File: src/hdl/aocsf_defs.svh
`ifndef AOCSF_DEFS_SVH
`define AOCSF_DEFS_SVH

// Register byte offsets on the AHB-Lite window.
`define AOCSF_ADDR_W 8
`define AOCSF_ADDR_CTRL 8'h00
`define AOCSF_ADDR_STEP 8'h04
`define AOCSF_ADDR_DIV 8'h08
`define AOCSF_ADDR_POS 8'h0c
`define AOCSF_ADDR_STAT 8'h10

// Control register bit positions.
`define AOCSF_CTRL_MASTER 0
`define AOCSF_CTRL_EDGE 1
`define AOCSF_CTRL_DRIVE 2
`define AOCSF_CTRL_PULSE 3
`define AOCSF_CTRL_ORDER 4
`define AOCSF_CTRL_TXON 5

// Divider register field positions.
`define AOCSF_DIV_BCK_LSB 0
`define AOCSF_DIV_FLEN_LSB 16

// Position register field positions.
`define AOCSF_POS_LEFT_LSB 0
`define AOCSF_POS_RIGHT_LSB 16
`define AOCSF_POS_STOP_LSB 28

// Status register field positions.
`define AOCSF_STAT_FS 0
`define AOCSF_STAT_BCK 1
`define AOCSF_STAT_PEND 2
`define AOCSF_STAT_MASTER 3
`define AOCSF_STAT_IDX_LSB 4
`define AOCSF_STAT_FCNT_LSB 16

// Synthesizer step multiplier, field limits, reset word and bus okay response.
`define AOCSF_DDS_MULT 32'h0000_0003
`define AOCSF_TOP_BIT 4'hf
`define AOCSF_WORD_BITS 5'h10
`define AOCSF_RESET_WORD 32'h0000_0000
`define AOCSF_AHB_OKAY 1'b0

`endif

File: src/hdl/aocsf_pkg.sv
package aocsf_pkg;

   // One left and one right sample for a frame.
   typedef struct packed {
      logic [15:0] left;
      logic [15:0] right;
   } aocsf_sample_s;

   // Software control of the framer and clocks.
   typedef struct packed {
      logic master;
      logic edge_rise;
      logic drive_rise;
      logic pulse;
      logic lsb_first;
      logic tx_on;
      logic [31:0] step;
      logic [7:0] bck_div;
      logic [8:0] flen_div;
      logic [8:0] left_start;
      logic [8:0] right_start;
      logic [3:0] stop_idx;
   } aocsf_ctrl_s;

   // Two-way pin as a drive level and an output enable.
   typedef struct packed {
      logic drive;
      logic en;
   } aocsf_pin_s;

endpackage : aocsf_pkg

File: src/hdl/aocsf_dds.sv
`timescale 1ns/100ps
`include "aocsf_defs.svh"

module aocsf_dds (
   // Clock and reset.
   input wire logic sys_clk,
   input wire logic rstn,
   // Frequency step.
   input wire logic [31:0] step,
   // Square wave output.
   output logic osc
);

   logic [31:0] acc;
   wire [31:0] incr = 32'(step * `AOCSF_DDS_MULT);
   wire [31:0] next_acc = acc + incr;

   // The step only changes the phase increment, never the phase itself.
   always_ff @(posedge sys_clk or negedge rstn) begin
      if (!rstn) begin
         acc <= `AOCSF_RESET_WORD;
         osc <= 1'b0;
      end else begin
         acc <= next_acc;
         osc <= next_acc[31];
      end
   end

endmodule : aocsf_dds

File: src/hdl/aocsf_top.sv
// Summary of operation
// - Oversample clock frequency is three times step times clock over two^32.
// - A new step changes phase speed only, never the clock level at once.
// - Synthesizer output always drives the oversample clock pin.
// - Master select 0 makes bit clock and sync inputs, 1 makes them outputs.
// - As master, bit clock is oversample clock divided by divider plus one.
// - As master, each frame lasts frame length divider plus one bit clocks.
// - Bit clock pin signal is always the shift clock of the framer.
// - Frame sync pin signal always starts a new frame.
// - Bit clock at most 20 MHz, sample rate at most 100 kHz.
// - Slave bit clock is asynchronous and is synchronised before use.
// - Sync sampled on edge opposite to data; master changes sync with data.
// - Frame edge 0 starts frames on sync fall, 1 on sync rise.
// - Drive edge 0 samples sync on rise, data on fall; 1 swaps them.
// - Master sync is 50% duty when pulse select is 0, one bit when 1.
// - Two 9-bit start fields place the left and right samples, reset zero.
// - MSB first sends bit 15 down to the stop index.
// - LSB first sends stop index bit up to bit 15.
// - Stop index 0 to 15 suppresses sample bits below it.
// - Frame bits outside both sample fields are zero.
// - Each frame loads one left and one right sample on the shift edge that sends frame bit 0 from the previous pair.
// - Step, bit clock divider and frame length divider reset to zero.
`timescale 1ns/100ps
`include "aocsf_defs.svh"

module aocsf_top
   import aocsf_pkg::*;
(
   // Clock and reset.
   input wire logic sys_clk,
   input wire logic rstn,
   // AHB-Lite slave.
   input wire logic hsel,
   input wire logic [31:0] haddr,
   input wire logic [1:0] htrans,
   input wire logic hwrite,
   input wire logic [2:0] hsize,
   input wire logic [31:0] hwdata,
   input wire logic hready,
   output logic [31:0] hrdata,
   output logic hreadyout,
   output logic hresp,
   // Sample source.
   input wire aocsf_sample_s sample_in,
   input wire logic sample_valid,
   output logic sample_ready,
   // Converter pins.
   output logic oversample_clock_out,
   input wire logic serial_bit_clock_pin,
   output aocsf_pin_s serial_bit_clock,
   input wire logic frame_sync_pin,
   output aocsf_pin_s frame_sync,
   output logic serial_data_out
);

   // Returns {hit, bit} for one channel at one frame bit index.
   function automatic logic [1:0] chan_bit(
      input logic [15:0] word,
      input logic [8:0] start,
      input logic [8:0] idx,
      input logic [3:0] stop,
      input logic lsb_first
   );
      logic [9:0] off;
      logic [4:0] len;
      logic hit;
      logic [3:0] sel;
      off = {1'b0, idx} - {1'b0, start};
      len = `AOCSF_WORD_BITS - {1'b0, stop};
      hit = (idx >= start) && (off < {5'h00, len});
      if (lsb_first) begin
         sel = stop + off[3:0];
      end else begin
         sel = `AOCSF_TOP_BIT - off[3:0];
      end
      chan_bit = {hit, hit & word[sel]};
   endfunction : chan_bit

   // Software registers.
   aocsf_ctrl_s ctrl;

   // Bus data phase.
   logic dp_write;
   logic [`AOCSF_ADDR_W-1:0] dp_addr;

   // Address phase decode.
   wire addr_take = hsel & hready & htrans[1];
   wire [`AOCSF_ADDR_W-1:0] a_addr = haddr[`AOCSF_ADDR_W-1:0];
   wire wr_ctrl = dp_write & (dp_addr == `AOCSF_ADDR_CTRL);
   wire wr_step = dp_write & (dp_addr == `AOCSF_ADDR_STEP);
   wire wr_div = dp_write & (dp_addr == `AOCSF_ADDR_DIV);
   wire wr_pos = dp_write & (dp_addr == `AOCSF_ADDR_POS);

   // Oversample clock.
   logic osc;

   // Master bit clock generator.
   logic osc_d;
   logic [7:0] bck_cnt;
   logic bck_gen;

   // Pin synchronisers.
   logic bck_s1;
   logic bck_s2;
   logic fs_s1;
   logic fs_s2;

   // Shift clock edge detect.
   logic bck_d;

   // Frame sync generator.
   logic [8:0] fs_cnt;
   logic fs_gen;

   // Framer state.
   logic fs_prev;
   logic start_pend;
   logic [8:0] bit_idx;
   logic sd;
   logic [15:0] frame_cnt;

   // Sample buffering.
   aocsf_sample_s pend;
   aocsf_sample_s shadow;
   logic pend_full;

   // Status word.
   logic [31:0] stat_word;
   logic [31:0] rd_mux;

   aocsf_dds u_dds (
      .sys_clk(sys_clk),
      .rstn(rstn),
      .step(ctrl.step),
      .osc(osc)
   );

   assign oversample_clock_out = osc;

   // Register write, one cycle after the address phase.
   always_ff @(posedge sys_clk or negedge rstn) begin
      if (!rstn) begin
         dp_write <= 1'b0;
         dp_addr <= '0;
      end else begin
         dp_write <= addr_take & hwrite;
         dp_addr <= a_addr;
      end
   end

   always_ff @(posedge sys_clk or negedge rstn) begin
      if (!rstn) begin
         ctrl <= '0;
      end else begin
         if (wr_ctrl) begin
            ctrl.master <= hwdata[`AOCSF_CTRL_MASTER];
            ctrl.edge_rise <= hwdata[`AOCSF_CTRL_EDGE];
            ctrl.drive_rise <= hwdata[`AOCSF_CTRL_DRIVE];
            ctrl.pulse <= hwdata[`AOCSF_CTRL_PULSE];
            ctrl.lsb_first <= hwdata[`AOCSF_CTRL_ORDER];
            ctrl.tx_on <= hwdata[`AOCSF_CTRL_TXON];
         end
         if (wr_step) begin
            ctrl.step <= hwdata;
         end
         if (wr_div) begin
            ctrl.bck_div <= hwdata[`AOCSF_DIV_BCK_LSB +: 8];
            ctrl.flen_div <= hwdata[`AOCSF_DIV_FLEN_LSB +: 9];
         end
         if (wr_pos) begin
            ctrl.left_start <= hwdata[`AOCSF_POS_LEFT_LSB +: 9];
            ctrl.right_start <= hwdata[`AOCSF_POS_RIGHT_LSB +: 9];
            ctrl.stop_idx <= hwdata[`AOCSF_POS_STOP_LSB +: 4];
         end
      end
   end

   // Read data, selected in the address phase and held in the data phase.
   always_comb begin
      stat_word = '0;
      stat_word[`AOCSF_STAT_FS] = fs_prev;
      stat_word[`AOCSF_STAT_BCK] = bck_d;
      stat_word[`AOCSF_STAT_PEND] = pend_full;
      stat_word[`AOCSF_STAT_MASTER] = ctrl.master;
      stat_word[`AOCSF_STAT_IDX_LSB +: 9] = bit_idx;
      stat_word[`AOCSF_STAT_FCNT_LSB +: 16] = frame_cnt;
   end

   always_comb begin
      rd_mux = '0;
      unique case (a_addr)
         `AOCSF_ADDR_CTRL: begin
            rd_mux[`AOCSF_CTRL_MASTER] = ctrl.master;
            rd_mux[`AOCSF_CTRL_EDGE] = ctrl.edge_rise;
            rd_mux[`AOCSF_CTRL_DRIVE] = ctrl.drive_rise;
            rd_mux[`AOCSF_CTRL_PULSE] = ctrl.pulse;
            rd_mux[`AOCSF_CTRL_ORDER] = ctrl.lsb_first;
            rd_mux[`AOCSF_CTRL_TXON] = ctrl.tx_on;
         end
         `AOCSF_ADDR_STEP: begin
            rd_mux = ctrl.step;
         end
         `AOCSF_ADDR_DIV: begin
            rd_mux[`AOCSF_DIV_BCK_LSB +: 8] = ctrl.bck_div;
            rd_mux[`AOCSF_DIV_FLEN_LSB +: 9] = ctrl.flen_div;
         end
         `AOCSF_ADDR_POS: begin
            rd_mux[`AOCSF_POS_LEFT_LSB +: 9] = ctrl.left_start;
            rd_mux[`AOCSF_POS_RIGHT_LSB +: 9] = ctrl.right_start;
            rd_mux[`AOCSF_POS_STOP_LSB +: 4] = ctrl.stop_idx;
         end
         `AOCSF_ADDR_STAT: begin
            rd_mux = stat_word;
         end
         default: begin
            rd_mux = '0;
         end
      endcase
   end

   always_ff @(posedge sys_clk or negedge rstn) begin
      if (!rstn) begin
         hrdata <= `AOCSF_RESET_WORD;
      end else if (addr_take & ~hwrite) begin
         hrdata <= rd_mux;
      end
   end

   assign hreadyout = 1'b1;
   assign hresp = `AOCSF_AHB_OKAY;

   // Master bit clock: toggles every divider plus one oversample edges.
   wire osc_edge = osc ^ osc_d;
   wire bck_wrap = (bck_cnt >= ctrl.bck_div);

   always_ff @(posedge sys_clk or negedge rstn) begin
      if (!rstn) begin
         osc_d <= 1'b0;
         bck_cnt <= '0;
         bck_gen <= 1'b0;
      end else begin
         osc_d <= osc;
         if (osc_edge) begin
            bck_cnt <= bck_wrap ? 8'h00 : bck_cnt + 8'h01;
            if (bck_wrap) begin
               bck_gen <= ~bck_gen;
            end
         end
      end
   end

   // Two flip-flops on every pin input before any logic reads it.
   always_ff @(posedge sys_clk or negedge rstn) begin
      if (!rstn) begin
         bck_s1 <= 1'b0;
         bck_s2 <= 1'b0;
         fs_s1 <= 1'b0;
         fs_s2 <= 1'b0;
      end else begin
         bck_s1 <= serial_bit_clock_pin;
         bck_s2 <= bck_s1;
         fs_s1 <= frame_sync_pin;
         fs_s2 <= fs_s1;
      end
   end

   // Pin directions follow the master select.
   assign serial_bit_clock.en = ctrl.master;
   assign serial_bit_clock.drive = bck_gen;
   assign frame_sync.en = ctrl.master;
   assign frame_sync.drive = fs_gen;

   // The pin level, driven by either party, is the shift clock and sync.
   wire bck_lvl = ctrl.master ? bck_gen : bck_s2;
   wire fs_lvl = ctrl.master ? fs_gen : fs_s2;
   wire bck_rise = bck_lvl & ~bck_d;
   wire bck_fall = ~bck_lvl & bck_d;
   wire samp_ev = ctrl.drive_rise ? bck_fall : bck_rise;
   wire shift_ev = ctrl.drive_rise ? bck_rise : bck_fall;

   // Master frame sync, changed on the data edge.
   wire fs_last = (fs_cnt >= ctrl.flen_div);
   wire [8:0] next_fs_cnt = fs_last ? 9'h000 : fs_cnt + 9'h001;
   wire [9:0] fs_half = ({1'b0, ctrl.flen_div} + 10'h001) >> 1;
   wire fs_first = ctrl.pulse ? (next_fs_cnt == 9'h000)
                              : ({1'b0, next_fs_cnt} < fs_half);
   wire next_fs_gen = ctrl.edge_rise ? fs_first : ~fs_first;

   always_ff @(posedge sys_clk or negedge rstn) begin
      if (!rstn) begin
         bck_d <= 1'b0;
         fs_cnt <= '0;
         fs_gen <= 1'b0;
      end else begin
         bck_d <= bck_lvl;
         if (ctrl.master & shift_ev) begin
            fs_cnt <= next_fs_cnt;
            fs_gen <= next_fs_gen;
         end
      end
   end

   // Frame start detection on the sampling edge.
   wire fs_start = ctrl.edge_rise ? (~fs_prev & fs_lvl)
                                  : (fs_prev & ~fs_lvl);

   // Frame bit index and sample bits.
   wire [8:0] next_idx = start_pend ? 9'h000 : bit_idx + 9'h001;
   wire [1:0] left_hit = chan_bit(shadow.left, ctrl.left_start, next_idx,
                                  ctrl.stop_idx, ctrl.lsb_first);
   wire [1:0] right_hit = chan_bit(shadow.right, ctrl.right_start, next_idx,
                                   ctrl.stop_idx, ctrl.lsb_first);
   wire next_sd = left_hit[1] ? left_hit[0] : (right_hit[1] & right_hit[0]);

   always_ff @(posedge sys_clk or negedge rstn) begin
      if (!rstn) begin
         fs_prev <= 1'b0;
         start_pend <= 1'b0;
         bit_idx <= '0;
         sd <= 1'b0;
         frame_cnt <= '0;
      end else begin
         if (samp_ev) begin
            fs_prev <= fs_lvl;
         end
         if (samp_ev & fs_start) begin
            start_pend <= 1'b1;
         end else if (shift_ev) begin
            start_pend <= 1'b0;
         end
         if (shift_ev | ~ctrl.tx_on) begin
            sd <= ctrl.tx_on & next_sd;
         end
         if (shift_ev) begin
            bit_idx <= next_idx;
            if (start_pend) begin
               frame_cnt <= frame_cnt + 16'h0001;
            end
         end
      end
   end

   assign serial_data_out = sd;
   // Sample pair buffering between the source and the framer.
   wire frame_load = shift_ev & start_pend;

   always_ff @(posedge sys_clk or negedge rstn) begin
      if (!rstn) begin
         pend <= '0;
         shadow <= '0;
         pend_full <= 1'b0;
      end else begin
         if (frame_load) begin
            shadow <= pend;
         end
         if (sample_valid & sample_ready) begin
            pend <= sample_in;
            pend_full <= 1'b1;
         end else if (frame_load) begin
            pend_full <= 1'b0;
         end
      end
   end

   assign sample_ready = ~pend_full;

endmodule : aocsf_top

File: config.mk
export PLATFORM = sky130hd
export DESIGN_NAME = aocsf_top
export DESIGN_NICKNAME = d
export VERILOG_FILES = /design/src/hdl/aocsf_pkg.sv /design/src/hdl/aocsf_dds.sv /design/src/hdl/aocsf_top.sv
export VERILOG_INCLUDE_DIRS = /design/src /design/src/hdl
export SDC_FILE = /design/constraint.sdc
export NUM_CORES = 1
export LEC_CHECK = 0
export ABC_AREA = 1
export BUFFER_PORTS_ARGS = -buffer_cell sky130_fd_sc_hd__buf_2
export CAP_MARGIN = 30
export CORE_MARGIN = 2
export CORE_UTILIZATION = 54
export DETAILED_ROUTE_END_ITERATION = 7
export PLACE_DENSITY_LB_ADDON = 0.25
export SYNTH_ARGS = -nofsm -noshare
export SYNTH_HDL_FRONTEND = slang
export SYNTH_SLANG_ARGS = --single-unit
File: constraint.sdc
create_clock -name sys_clk -period 3.2 [get_ports sys_clk]
set_input_delay 0.16 -clock sys_clk [delete_from_list [all_inputs] [get_ports sys_clk]]
set_output_delay 0.16 -clock sys_clk [all_outputs]
set_load 0.02 [all_outputs]
==> results of run 1 <==
-- logic make-up (layout without fill, tap and decap cells) --
group	count (synthesis)	after routing
DFF	268	268
and+or+nand+nor	729	729
buffers and inverters	313	558
AOI/OAI and AO/OA	370	370
adders and majority gates	132	132
xor gates and xnor gates	79	79
other	2	2
-- worst max-delay path, cell delays in order (launching register included) --
cell and delay [ps]:
sky130_fd_sc_hd__dfrtp_1 390, sky130_fd_sc_hd__buf_4 150, sky130_fd_sc_hd__inv_1 90, sky130_fd_sc_hd__nand2_2 90, sky130_fd_sc_hd__ha_1 190, sky130_fd_sc_hd__inv_2 70
sky130_fd_sc_hd__fa_2 470, sky130_fd_sc_hd__fa_1 530, sky130_fd_sc_hd__nand2_1 70, sky130_fd_sc_hd__o21ai_2 120, sky130_fd_sc_hd__buf_6 130, sky130_fd_sc_hd__nand3_1 80
sky130_fd_sc_hd__nand2_1 90, sky130_fd_sc_hd__nand2_1 50, sky130_fd_sc_hd__nand2_1 70, sky130_fd_sc_hd__inv_1 30, sky130_fd_sc_hd__nand2_1 50, sky130_fd_sc_hd__nand2_1 70
sky130_fd_sc_hd__nand3_1 80, sky130_fd_sc_hd__nand3_1 60, sky130_fd_sc_hd__nand2_1 80, sky130_fd_sc_hd__inv_1 30
-- per-layer routing --
metal,part of all wire [%],vias up,global-route usage [%]
li1,-,6576,-
met1,45,6325,38.34
met2,46,375,46.23
met3,5.6,87,3.925
met4,3.5,0,9.209
met5,0,-,0
-- placed cells by master (no fill, tap or decap), drive strengths merged, types with 2 or more instances in the layout --
cell type      n
nor4           4
o31ai          3
nor3          25
buf          165
a31oi          7
nor2         125
a21oi        116
or2            5
xnor2         22
a211oi         3
bufinv         3
o21bai         9
clkinv        13
fa            35
nor3b          2
a221oi        11
a21o           5
nand3b         2
o21ai        186
nand3         86
ha            97
inv          254
a311oi         2
o221ai         2
clkinvlp       3
nand4         14
xor2          57
o2bb2ai        3
o22ai         18
nand2        464
clkbuf        38
dlygate4sd3   82
o21a           2
conb           2
dfrtp        268
-- area by class of cell --
cell class	instances	area share, %
Multi-Input combinational cell	1312	41.34
Sequential cell	268	35.92
Timing Repair Buffer	247	9.708
Inverter	257	5.165
Clock buffer	38	4.402
Tap cell	384	2.573
Clock inverter	16	0.8911
-- report_power, final --
part / leakage, nW / switching [mW] / internal [mW] / total (mW)
clock: 0.484 / 1.38 / 2.05 / 3.43
combinational: 6.13 / 2.84 / 1.96 / 4.80
sequential: 3.04 / 0.200 / 3.75 / 3.95
-- worst max-delay path by stage --
stage | from | endpoint | slack [ps] | cells past startpoint
after floorplan | bit_idx[0] | serial_data_out | 170 | 19
after global placement | bit_idx[1] | serial_data_out | -90 | 19
after detailed placement | bit_idx[1] | serial_data_out | -190 | 19
after CTS | bit_idx[0] | serial_data_out | 20 | 21
after global routing | start_pend | serial_data_out | -110 | 21
final | bit_idx[0] | serial_data_out | 100 | 21
-- flip-flops by register name (all words and copies together) (netlist names), 8 cells and up --
name	cells
bit_idx	9
shadow	32
u_dds.acc	32
bck_cnt	8
pend	32
fs_cnt	9
dp_addr	8
ctrl	76
hrdata	32
frame_cnt	16
-- per-stage QoR --
stage | cell area, um^2 | setup TNS, ps | hold slack (ps) | total power, mW | std cells
global route | 18680 | -151.5 | 250.9 | 13.08 | 2522
global placement | 16700 | -88.93 | 271.4 | 8.309 | 2375
floorplan | 15570 | 0 | -135.6 | 7.244 | 1893
finish | 18680 | 0 | 251.1 | 12.18 | 2522
detailed placement | 16720 | -187.8 | 270.9 | 8.458 | 2376
CTS | 18540 | 0 | 231.9 | 12.04 | 2512
-- what timing repair did --
action,4_1_cts,5_1_grt
setup buffers,0,10
endpoints found under the setup margin,1,3
gates resized for setup,5,23
endpoints found under the hold margin,217,0
hold buffers,82,0
pin swaps,0,3
==> flow_metrics.py, run 1 <==
metrics = {
    "synthesis": {
        "yosys_most_used_dff": "sky130_fd_sc_hd__dfrtp_1",
        "postSynthRegisterBits": 268,
        "syn_inst": 1893,
        "number_of_distinct_library_cells_after_synthesis": 51,
        "synth_largest_area_cell": "sky130_fd_sc_hd__dfrtp_1",
        "synth-async-reset-ratio_pct": 100.0,
        "synth_top_family_by_area": "simple AND/OR/NAND/NOR gates",
        "number_of_synthesized_flops_with_an_enable_pin": 0,
        "yosys.area_share.xor_xnor_pct": 4.443,
        "synthesis.nets": 2134,
        "post-synth-top-count-cell": "sky130_fd_sc_hd__nand2_1",
        "synth.mux.area_fraction_pct": 0,
        "post_synth_fa_ha_maj_area_fraction_pct": 12.29,
        "synth_compound_gate_area_share_pct": 13.01,
        "synth.cells.most_frequent": "sky130_fd_sc_hd__nand2_1, sky130_fd_sc_hd__dfrtp_1, sky130_fd_sc_hd__inv_1",
        "syn-cell-area_mm2": 0.01557,
        "yosys-top-cells-area": "sky130_fd_sc_hd__dfrtp_1, sky130_fd_sc_hd__nand2_1, sky130_fd_sc_hd__ha_1",
        "syn-mean-instance-area_um2": 8.227,
        "yosys.area.top_type_share_pct": 43.06,
        "synth_seq_area_share_pct": 43.06,
        "yosys.area_share.simple_pct": 19.32,
        "synth.yosys.warnings": 0,
    },
    "timing": {
        "min_period_over_period_pct": 96.91,
        "final.min_clock_period_ps": 3101,
        "setup_violators_final": 0,
        "max_slew_margin_pct": 41.10,
        "clock_skew_ps": 12.74,
        "slew_violations": 0,
        "max_clock_freq_mhz": 322.5,
        "grt_setup_unrepaired": "yes",
        "hold_viol_final": 0,
        "postLayoutSetupSlackWorst_ps": 98.82,
        "worst_slew_pin_slew_ps": 883.5,
    },
    "routing": {
        "via_per_inst": 5.299,
        "drtIter0Drc": 913,
        "route.vias.total": 13360,
        "wl_mm": 41.56,
        "wl_per_cell_um": 16.48,
        "detailedRoute.firstPassIterationCount": 8,
        "drc": 0,
        "final_antenna_net_count": 0,
    },
    "placed_design": {
        "numPortBuffers": 119,
        "final_estimated_routing_congestion_in_global_placement": 0.8994,
        "pre_cts_ws_ps": -187.8,
        "dp_hpwl_mm": 30.57,
    },
    "floorplan": {
        "die_w_um": 173.8,
        "floorplan.rows": 62,
        "ios": 150,
        "fp.coreArea_mm2": 0.02855,
        "die_y_um": 173.8,
        "die_area_mm2": 0.03022,
        "floorplan.initialDensity_pct": 54.55,
    },
    "global_route": {
        "grt_pass1_vias": 13410,
        "antenna_found_initial": 0,
        "grt_start_max_net_pins": 109,
        "gr-total-overflow": 0,
        "grt_pass1_wl_mm": 67.89,
        "gr-usage-all-layers_pct": 28.01,
    },
    "worst_setup_path": {
        "reg2reg_from": "bit_idx[0]",
        "r2r.worst_path.cells": 21,
        "timing.critical_path.fanout_max": 4,
        "worst_r2r_endpoint": "serial_data_out",
        "crit_arrival_ps": 3550,
        "worst-setup-path-type": "flop to flop",
        "timing.reg2reg.setup_slack_ps": 100,
        "crit_path_start_kind": "flop",
        "worst_ep_required_time_ps": 3640,
        "end_kind": "flop",
    },
    "power": {
        "power.leakage_nw": 9.649,
        "power.ir.vdd_worst_mv": 0.3904,
        "cellPowerDensity_mw_per_mm2": 652.2,
    },
    "clocking": {
        "clock_sinks": 268,
        "root_buffer": "sky130_fd_sc_hd__clkbuf_16",
        "h-tree-depth": 1,
        "tritoncts": "built",
        "cts.path.max_buffers": 3,
        "clk_pin_slew_ps": 60,
        "tritoncts.num_buffers": 30,
        "insertion_delay_ps": 550,
    },
    "status": {
        "outcome": "finished, final reports clean",
    },
    "job": {
        "timing.max_cap.violations": 0,
    },
    "layout": {
        "num-nets-final": 2357,
        "fillerInstances": 2448,
        "areaGrowthSynthToFinish_pct": 19.92,
        "total_inserted_antenna_cells": 0,
        "multi_input_comb_area_mm2": 0.007720,
        "drive_above_1_share_pct": 11.88,
        "register_area_mm2": 0.006709,
        "fin_util_pct": 65.42,
    },
    "worst_hold_path": {
        "hold_path_class": "input pin to async pin",
    },
}
Note: power is estimated with default switching activity, not from simulation.
==> run 2: changes to the inputs <==
--- a/config.mk
+++ b/config.mk
@@ -6,7 +6,6 @@
 export SDC_FILE = /design/constraint.sdc
 export NUM_CORES = 1
 export LEC_CHECK = 0
-export ABC_AREA = 1
 export BUFFER_PORTS_ARGS = -buffer_cell sky130_fd_sc_hd__buf_2
 export CAP_MARGIN = 30
 export CORE_MARGIN = 2
@@ -15,4 +14,5 @@
 export PLACE_DENSITY_LB_ADDON = 0.25
 export SYNTH_ARGS = -nofsm -noshare
 export SYNTH_HDL_FRONTEND = slang
+export SYNTH_HIERARCHICAL = 1
 export SYNTH_SLANG_ARGS = --single-unit
==> run 2 against run 1 <==
  * The flow now finishes with violations (setup timing)
  * Synthesized cell count fell by 25%
  * Area after synthesis fell by 2.2%
  * Final area rose by 1.8%
  * Critical path depth fell by 9
  * First-iteration DRC count rose by 5.8%
  * Register-to-register slack got worse by 370 ps
  * Critical endpoint unchanged
  * Highest routed layer unchanged
==> flow_metrics.py, run 2 <==
metrics = {
    "synthesis": {
        "yosys.area_share.simple_pct": 12.56,
        "number_of_synthesized_flops_with_an_enable_pin": 0,
        "yosys.area_share.xor_xnor_pct": 5.094,
        "yosys.area.top_type_share_pct": 44.04,
        "synth_top_family_by_area": "adder cells",
        "yosys_most_used_dff": "sky130_fd_sc_hd__dfrtp_1",
        "syn-mean-instance-area_um2": 10.70,
        "synth_seq_area_share_pct": 44.04,
        "synthesis.nets": 1664,
        "number_of_distinct_library_cells_after_synthesis": 71,
        "synth.cells.most_frequent": "sky130_fd_sc_hd__dfrtp_1, sky130_fd_sc_hd__nand2_1, sky130_fd_sc_hd__mux2_2",
        "synth-async-reset-ratio_pct": 100.0,
        "syn-cell-area_mm2": 0.01523,
        "yosys-top-cells-area": "sky130_fd_sc_hd__dfrtp_1, sky130_fd_sc_hd__mux2_2, sky130_fd_sc_hd__ha_1",
        "post-synth-top-count-cell": "sky130_fd_sc_hd__dfrtp_1",
        "synth_compound_gate_area_share_pct": 10.94,
        "syn_inst": 1423,
        "post_synth_fa_ha_maj_area_fraction_pct": 12.57,
        "synth.yosys.warnings": 6,
        "postSynthRegisterBits": 268,
        "synth_largest_area_cell": "sky130_fd_sc_hd__dfrtp_1",
        "synth.mux.area_fraction_pct": 11.66,
    },
    "timing": {
        "postLayoutSetupSlackWorst_ps": -270.5,
        "worst_slew_pin_slew_ps": 656.4,
        "clock_skew_ps": 11.22,
        "setup_violators_final": 2,
        "grt_setup_unrepaired": "yes",
        "slew_violations": 0,
        "max_clock_freq_mhz": 288.1,
        "hold-worst-slack_ps": 165.3,
        "min_period_over_period_pct": 108.5,
        "max_slew_margin_pct": 56.14,
        "final.min_clock_period_ps": 3470,
        "timing.setup.tns_ps": -306.4,
        "hold_viol_final": 0,
    },
    "layout": {
        "total_inserted_antenna_cells": 0,
        "regMostFlops": "ctrl",
        "num-nets-final": 1936,
        "final_area_mm2": 0.01902,
        "mostFrequentLayoutCells": "sky130_fd_sc_hd__dfrtp_1, sky130_fd_sc_hd__nand2_1, sky130_fd_sc_hd__mux2_2, sky130_fd_sc_hd__buf_2, sky130_fd_sc_hd__buf_4",
        "final_common_cell": "sky130_fd_sc_hd__dfrtp_1",
        "instances_no_fill": 2096,
        "drive_above_1_share_pct": 27.30,
        "largest_reg_flops": 76,
        "areaGrowthSynthToFinish_pct": 24.88,
    },
    "job": {
        "timing.max_cap.violations": 0,
    },
    "clocking": {
        "clock_sinks": 268,
        "tritoncts": "built",
        "clk_pin_slew_ps": 60,
        "root_buffer": "sky130_fd_sc_hd__clkbuf_16",
        "cts.path.max_buffers": 3,
        "insertion_delay_ps": 560,
        "h-tree-depth": 1,
        "tritoncts.num_buffers": 29,
    },
    "routing": {
        "drtIter0Drc": 966,
        "detailedRoute.firstPassIterationCount": 6,
        "wl_mm": 39.21,
        "drc": 0,
        "final_antenna_net_count": 0,
        "route.vias.total": 11910,
        "wl_per_cell_um": 18.71,
        "via_per_inst": 5.682,
    },
    "power": {
        "power.ir.vdd_worst_mv": 0.4929,
        "internal_power_mw": 10.24,
        "swShare_pct": 36.09,
        "power.leakage_nw": 8.957,
        "switchingPower_mw": 5.785,
        "power_frac_seq_pct": 29.8,
        "cellPowerDensity_mw_per_mm2": 842.8,
        "p_clk_share_pct": 23.4,
        "p_comb_share_pct": 46.8,
    },
    "global_route": {
        "grt_start_max_net_pins": 81,
        "antenna_found_initial": 0,
        "gr-usage-all-layers_pct": 27.15,
        "grt_pass1_wl_mm": 63.10,
        "grt_pass1_vias": 12110,
        "gr-total-overflow": 0,
    },
    "status": {
        "outcome": "finished with violations",
        "failed_checks": "setup timing",
    },
    "floorplan": {
        "ios": 150,
        "die_w_um": 171.9,
        "floorplan.initialDensity_pct": 54.81,
        "fp.coreArea_mm2": 0.02778,
        "die_y_um": 171.9,
        "die_area_mm2": 0.02956,
        "floorplan.rows": 61,
    },
    "worst_setup_path": {
        "timing.critical_path.fanout_max": 6,
        "end_kind": "flop",
        "worst-setup-path-type": "flop to flop",
        "crit_arrival_ps": 3890,
        "crit_path_start_kind": "flop",
        "worst_ep_required_time_ps": 3620,
    },
    "placed_design": {
        "pre_cts_ws_ps": -258.2,
        "final_estimated_routing_congestion_in_global_placement": 0.9174,
        "dp_hpwl_mm": 28.05,
        "place_area_mm2": 0.01687,
        "numPortBuffers": 119,
        "post-place-cells": 1958,
    },
    "worst_hold_path": {
        "hold_path_class": "input pin to async pin",
    },
}
-- run 2: cell types whose count changed after synthesis, sizes merged, moves of 55 or more --
cell and delta:
nand2 -255, inv -199, mux2 +122, o21ai -117
nor2 -64, a21oi -55
-- run 2: through the flow --
stage,util [%],total power [mW]
5_1_grt,68.45,17.08
3_3_place_gp,60.71,11.53
2_1_floorplan,-,9.662
4_1_cts,67.79,15.81
6_report,68.45,16.03
3_5_place_dp,60.71,11.79
-- run 2: logic make-up (layout without fill, tap and decap cells) --
family,count (synthesis),in the layout
compound gates,251,251
buf+inv,116,411
fa+ha+maj,132,132
xor+xnor,87,87
simple gates,414,414
other cells,2,2
flops,268,268
mux,153,153
-- run 2: routing by layer --
layer / wire, um / track usage (%)
met1: 17300 / 37.58
met2: 18750 / 45.89
met3: 2143 / 3.319
met4: 1008 / 6.613
met5: 0 / 0
-- run 2: layout make-up --
cell class / count / area, um^2
clock buffer: 38 / 829.5
clock inverter: 16 / 254.0
fill: 2176 / 8765
inverter: 55 / 206.4
multi-input combinational: 1039 / 8341
sequential: 268 / 6709
tap: 378 / 473.0
timing repair buffer: 302 / 2205
-- run 2: final timing paths --
path | from | to | slack [ps] | cells after the start
setup / recovery | bit_idx[0] | serial_data_out | -270 | 12
min in group sys_clk | frame_sync_pin | fs_s1 | 260 | 2
hold / removal | rstn | fs_cnt[4] | 170 | 2
max in group asynchronous | rstn | ctrl[57] | 2020 | 3
hold reg to reg | fs_s1 | fs_s2 | 350 | 0
setup reg to reg | bit_idx[0] | serial_data_out | -270 | 12
-- run 2: what timing repair did --
item / in CTS / in global routing
gates resized for setup: 19 / 30
gates cloned: 0 / 1
hold buffers: 78 / 0
endpoints found under the hold margin: 197 / 0
endpoints found under the setup margin: 8 / 12
buffers inserted: 3 / 2
pin swaps: 17 / 22
-- run 2: power groups by stage --
stage | Combinational, mW | Clock [mW] | Sequential [mW]
final | 7.51 | 3.75 | 4.77
after global routing | 8.29 | 3.93 | 4.86
after CTS | 7.24 | 3.81 | 4.76
after detailed placement | 6.98 | 0 | 4.81
after global placement | 6.74 | 0 | 4.79
after floorplan | 5.01 | 0 | 4.65
-- run 2: worst max-delay path, stage by stage (launching register included) --
cell and delay [ps]:
sky130_fd_sc_hd__dfrtp_1 400, sky130_fd_sc_hd__ha_1 280, sky130_fd_sc_hd__nor2b_4 210, sky130_fd_sc_hd__fa_2 510, sky130_fd_sc_hd__fa_1 500, sky130_fd_sc_hd__inv_1 50
sky130_fd_sc_hd__mux2i_2 190, sky130_fd_sc_hd__buf_2 230, sky130_fd_sc_hd__mux2i_1 190, sky130_fd_sc_hd__a21oi_1 80, sky130_fd_sc_hd__mux4_2 520, sky130_fd_sc_hd__nand2_1 90
sky130_fd_sc_hd__a31oi_1 90
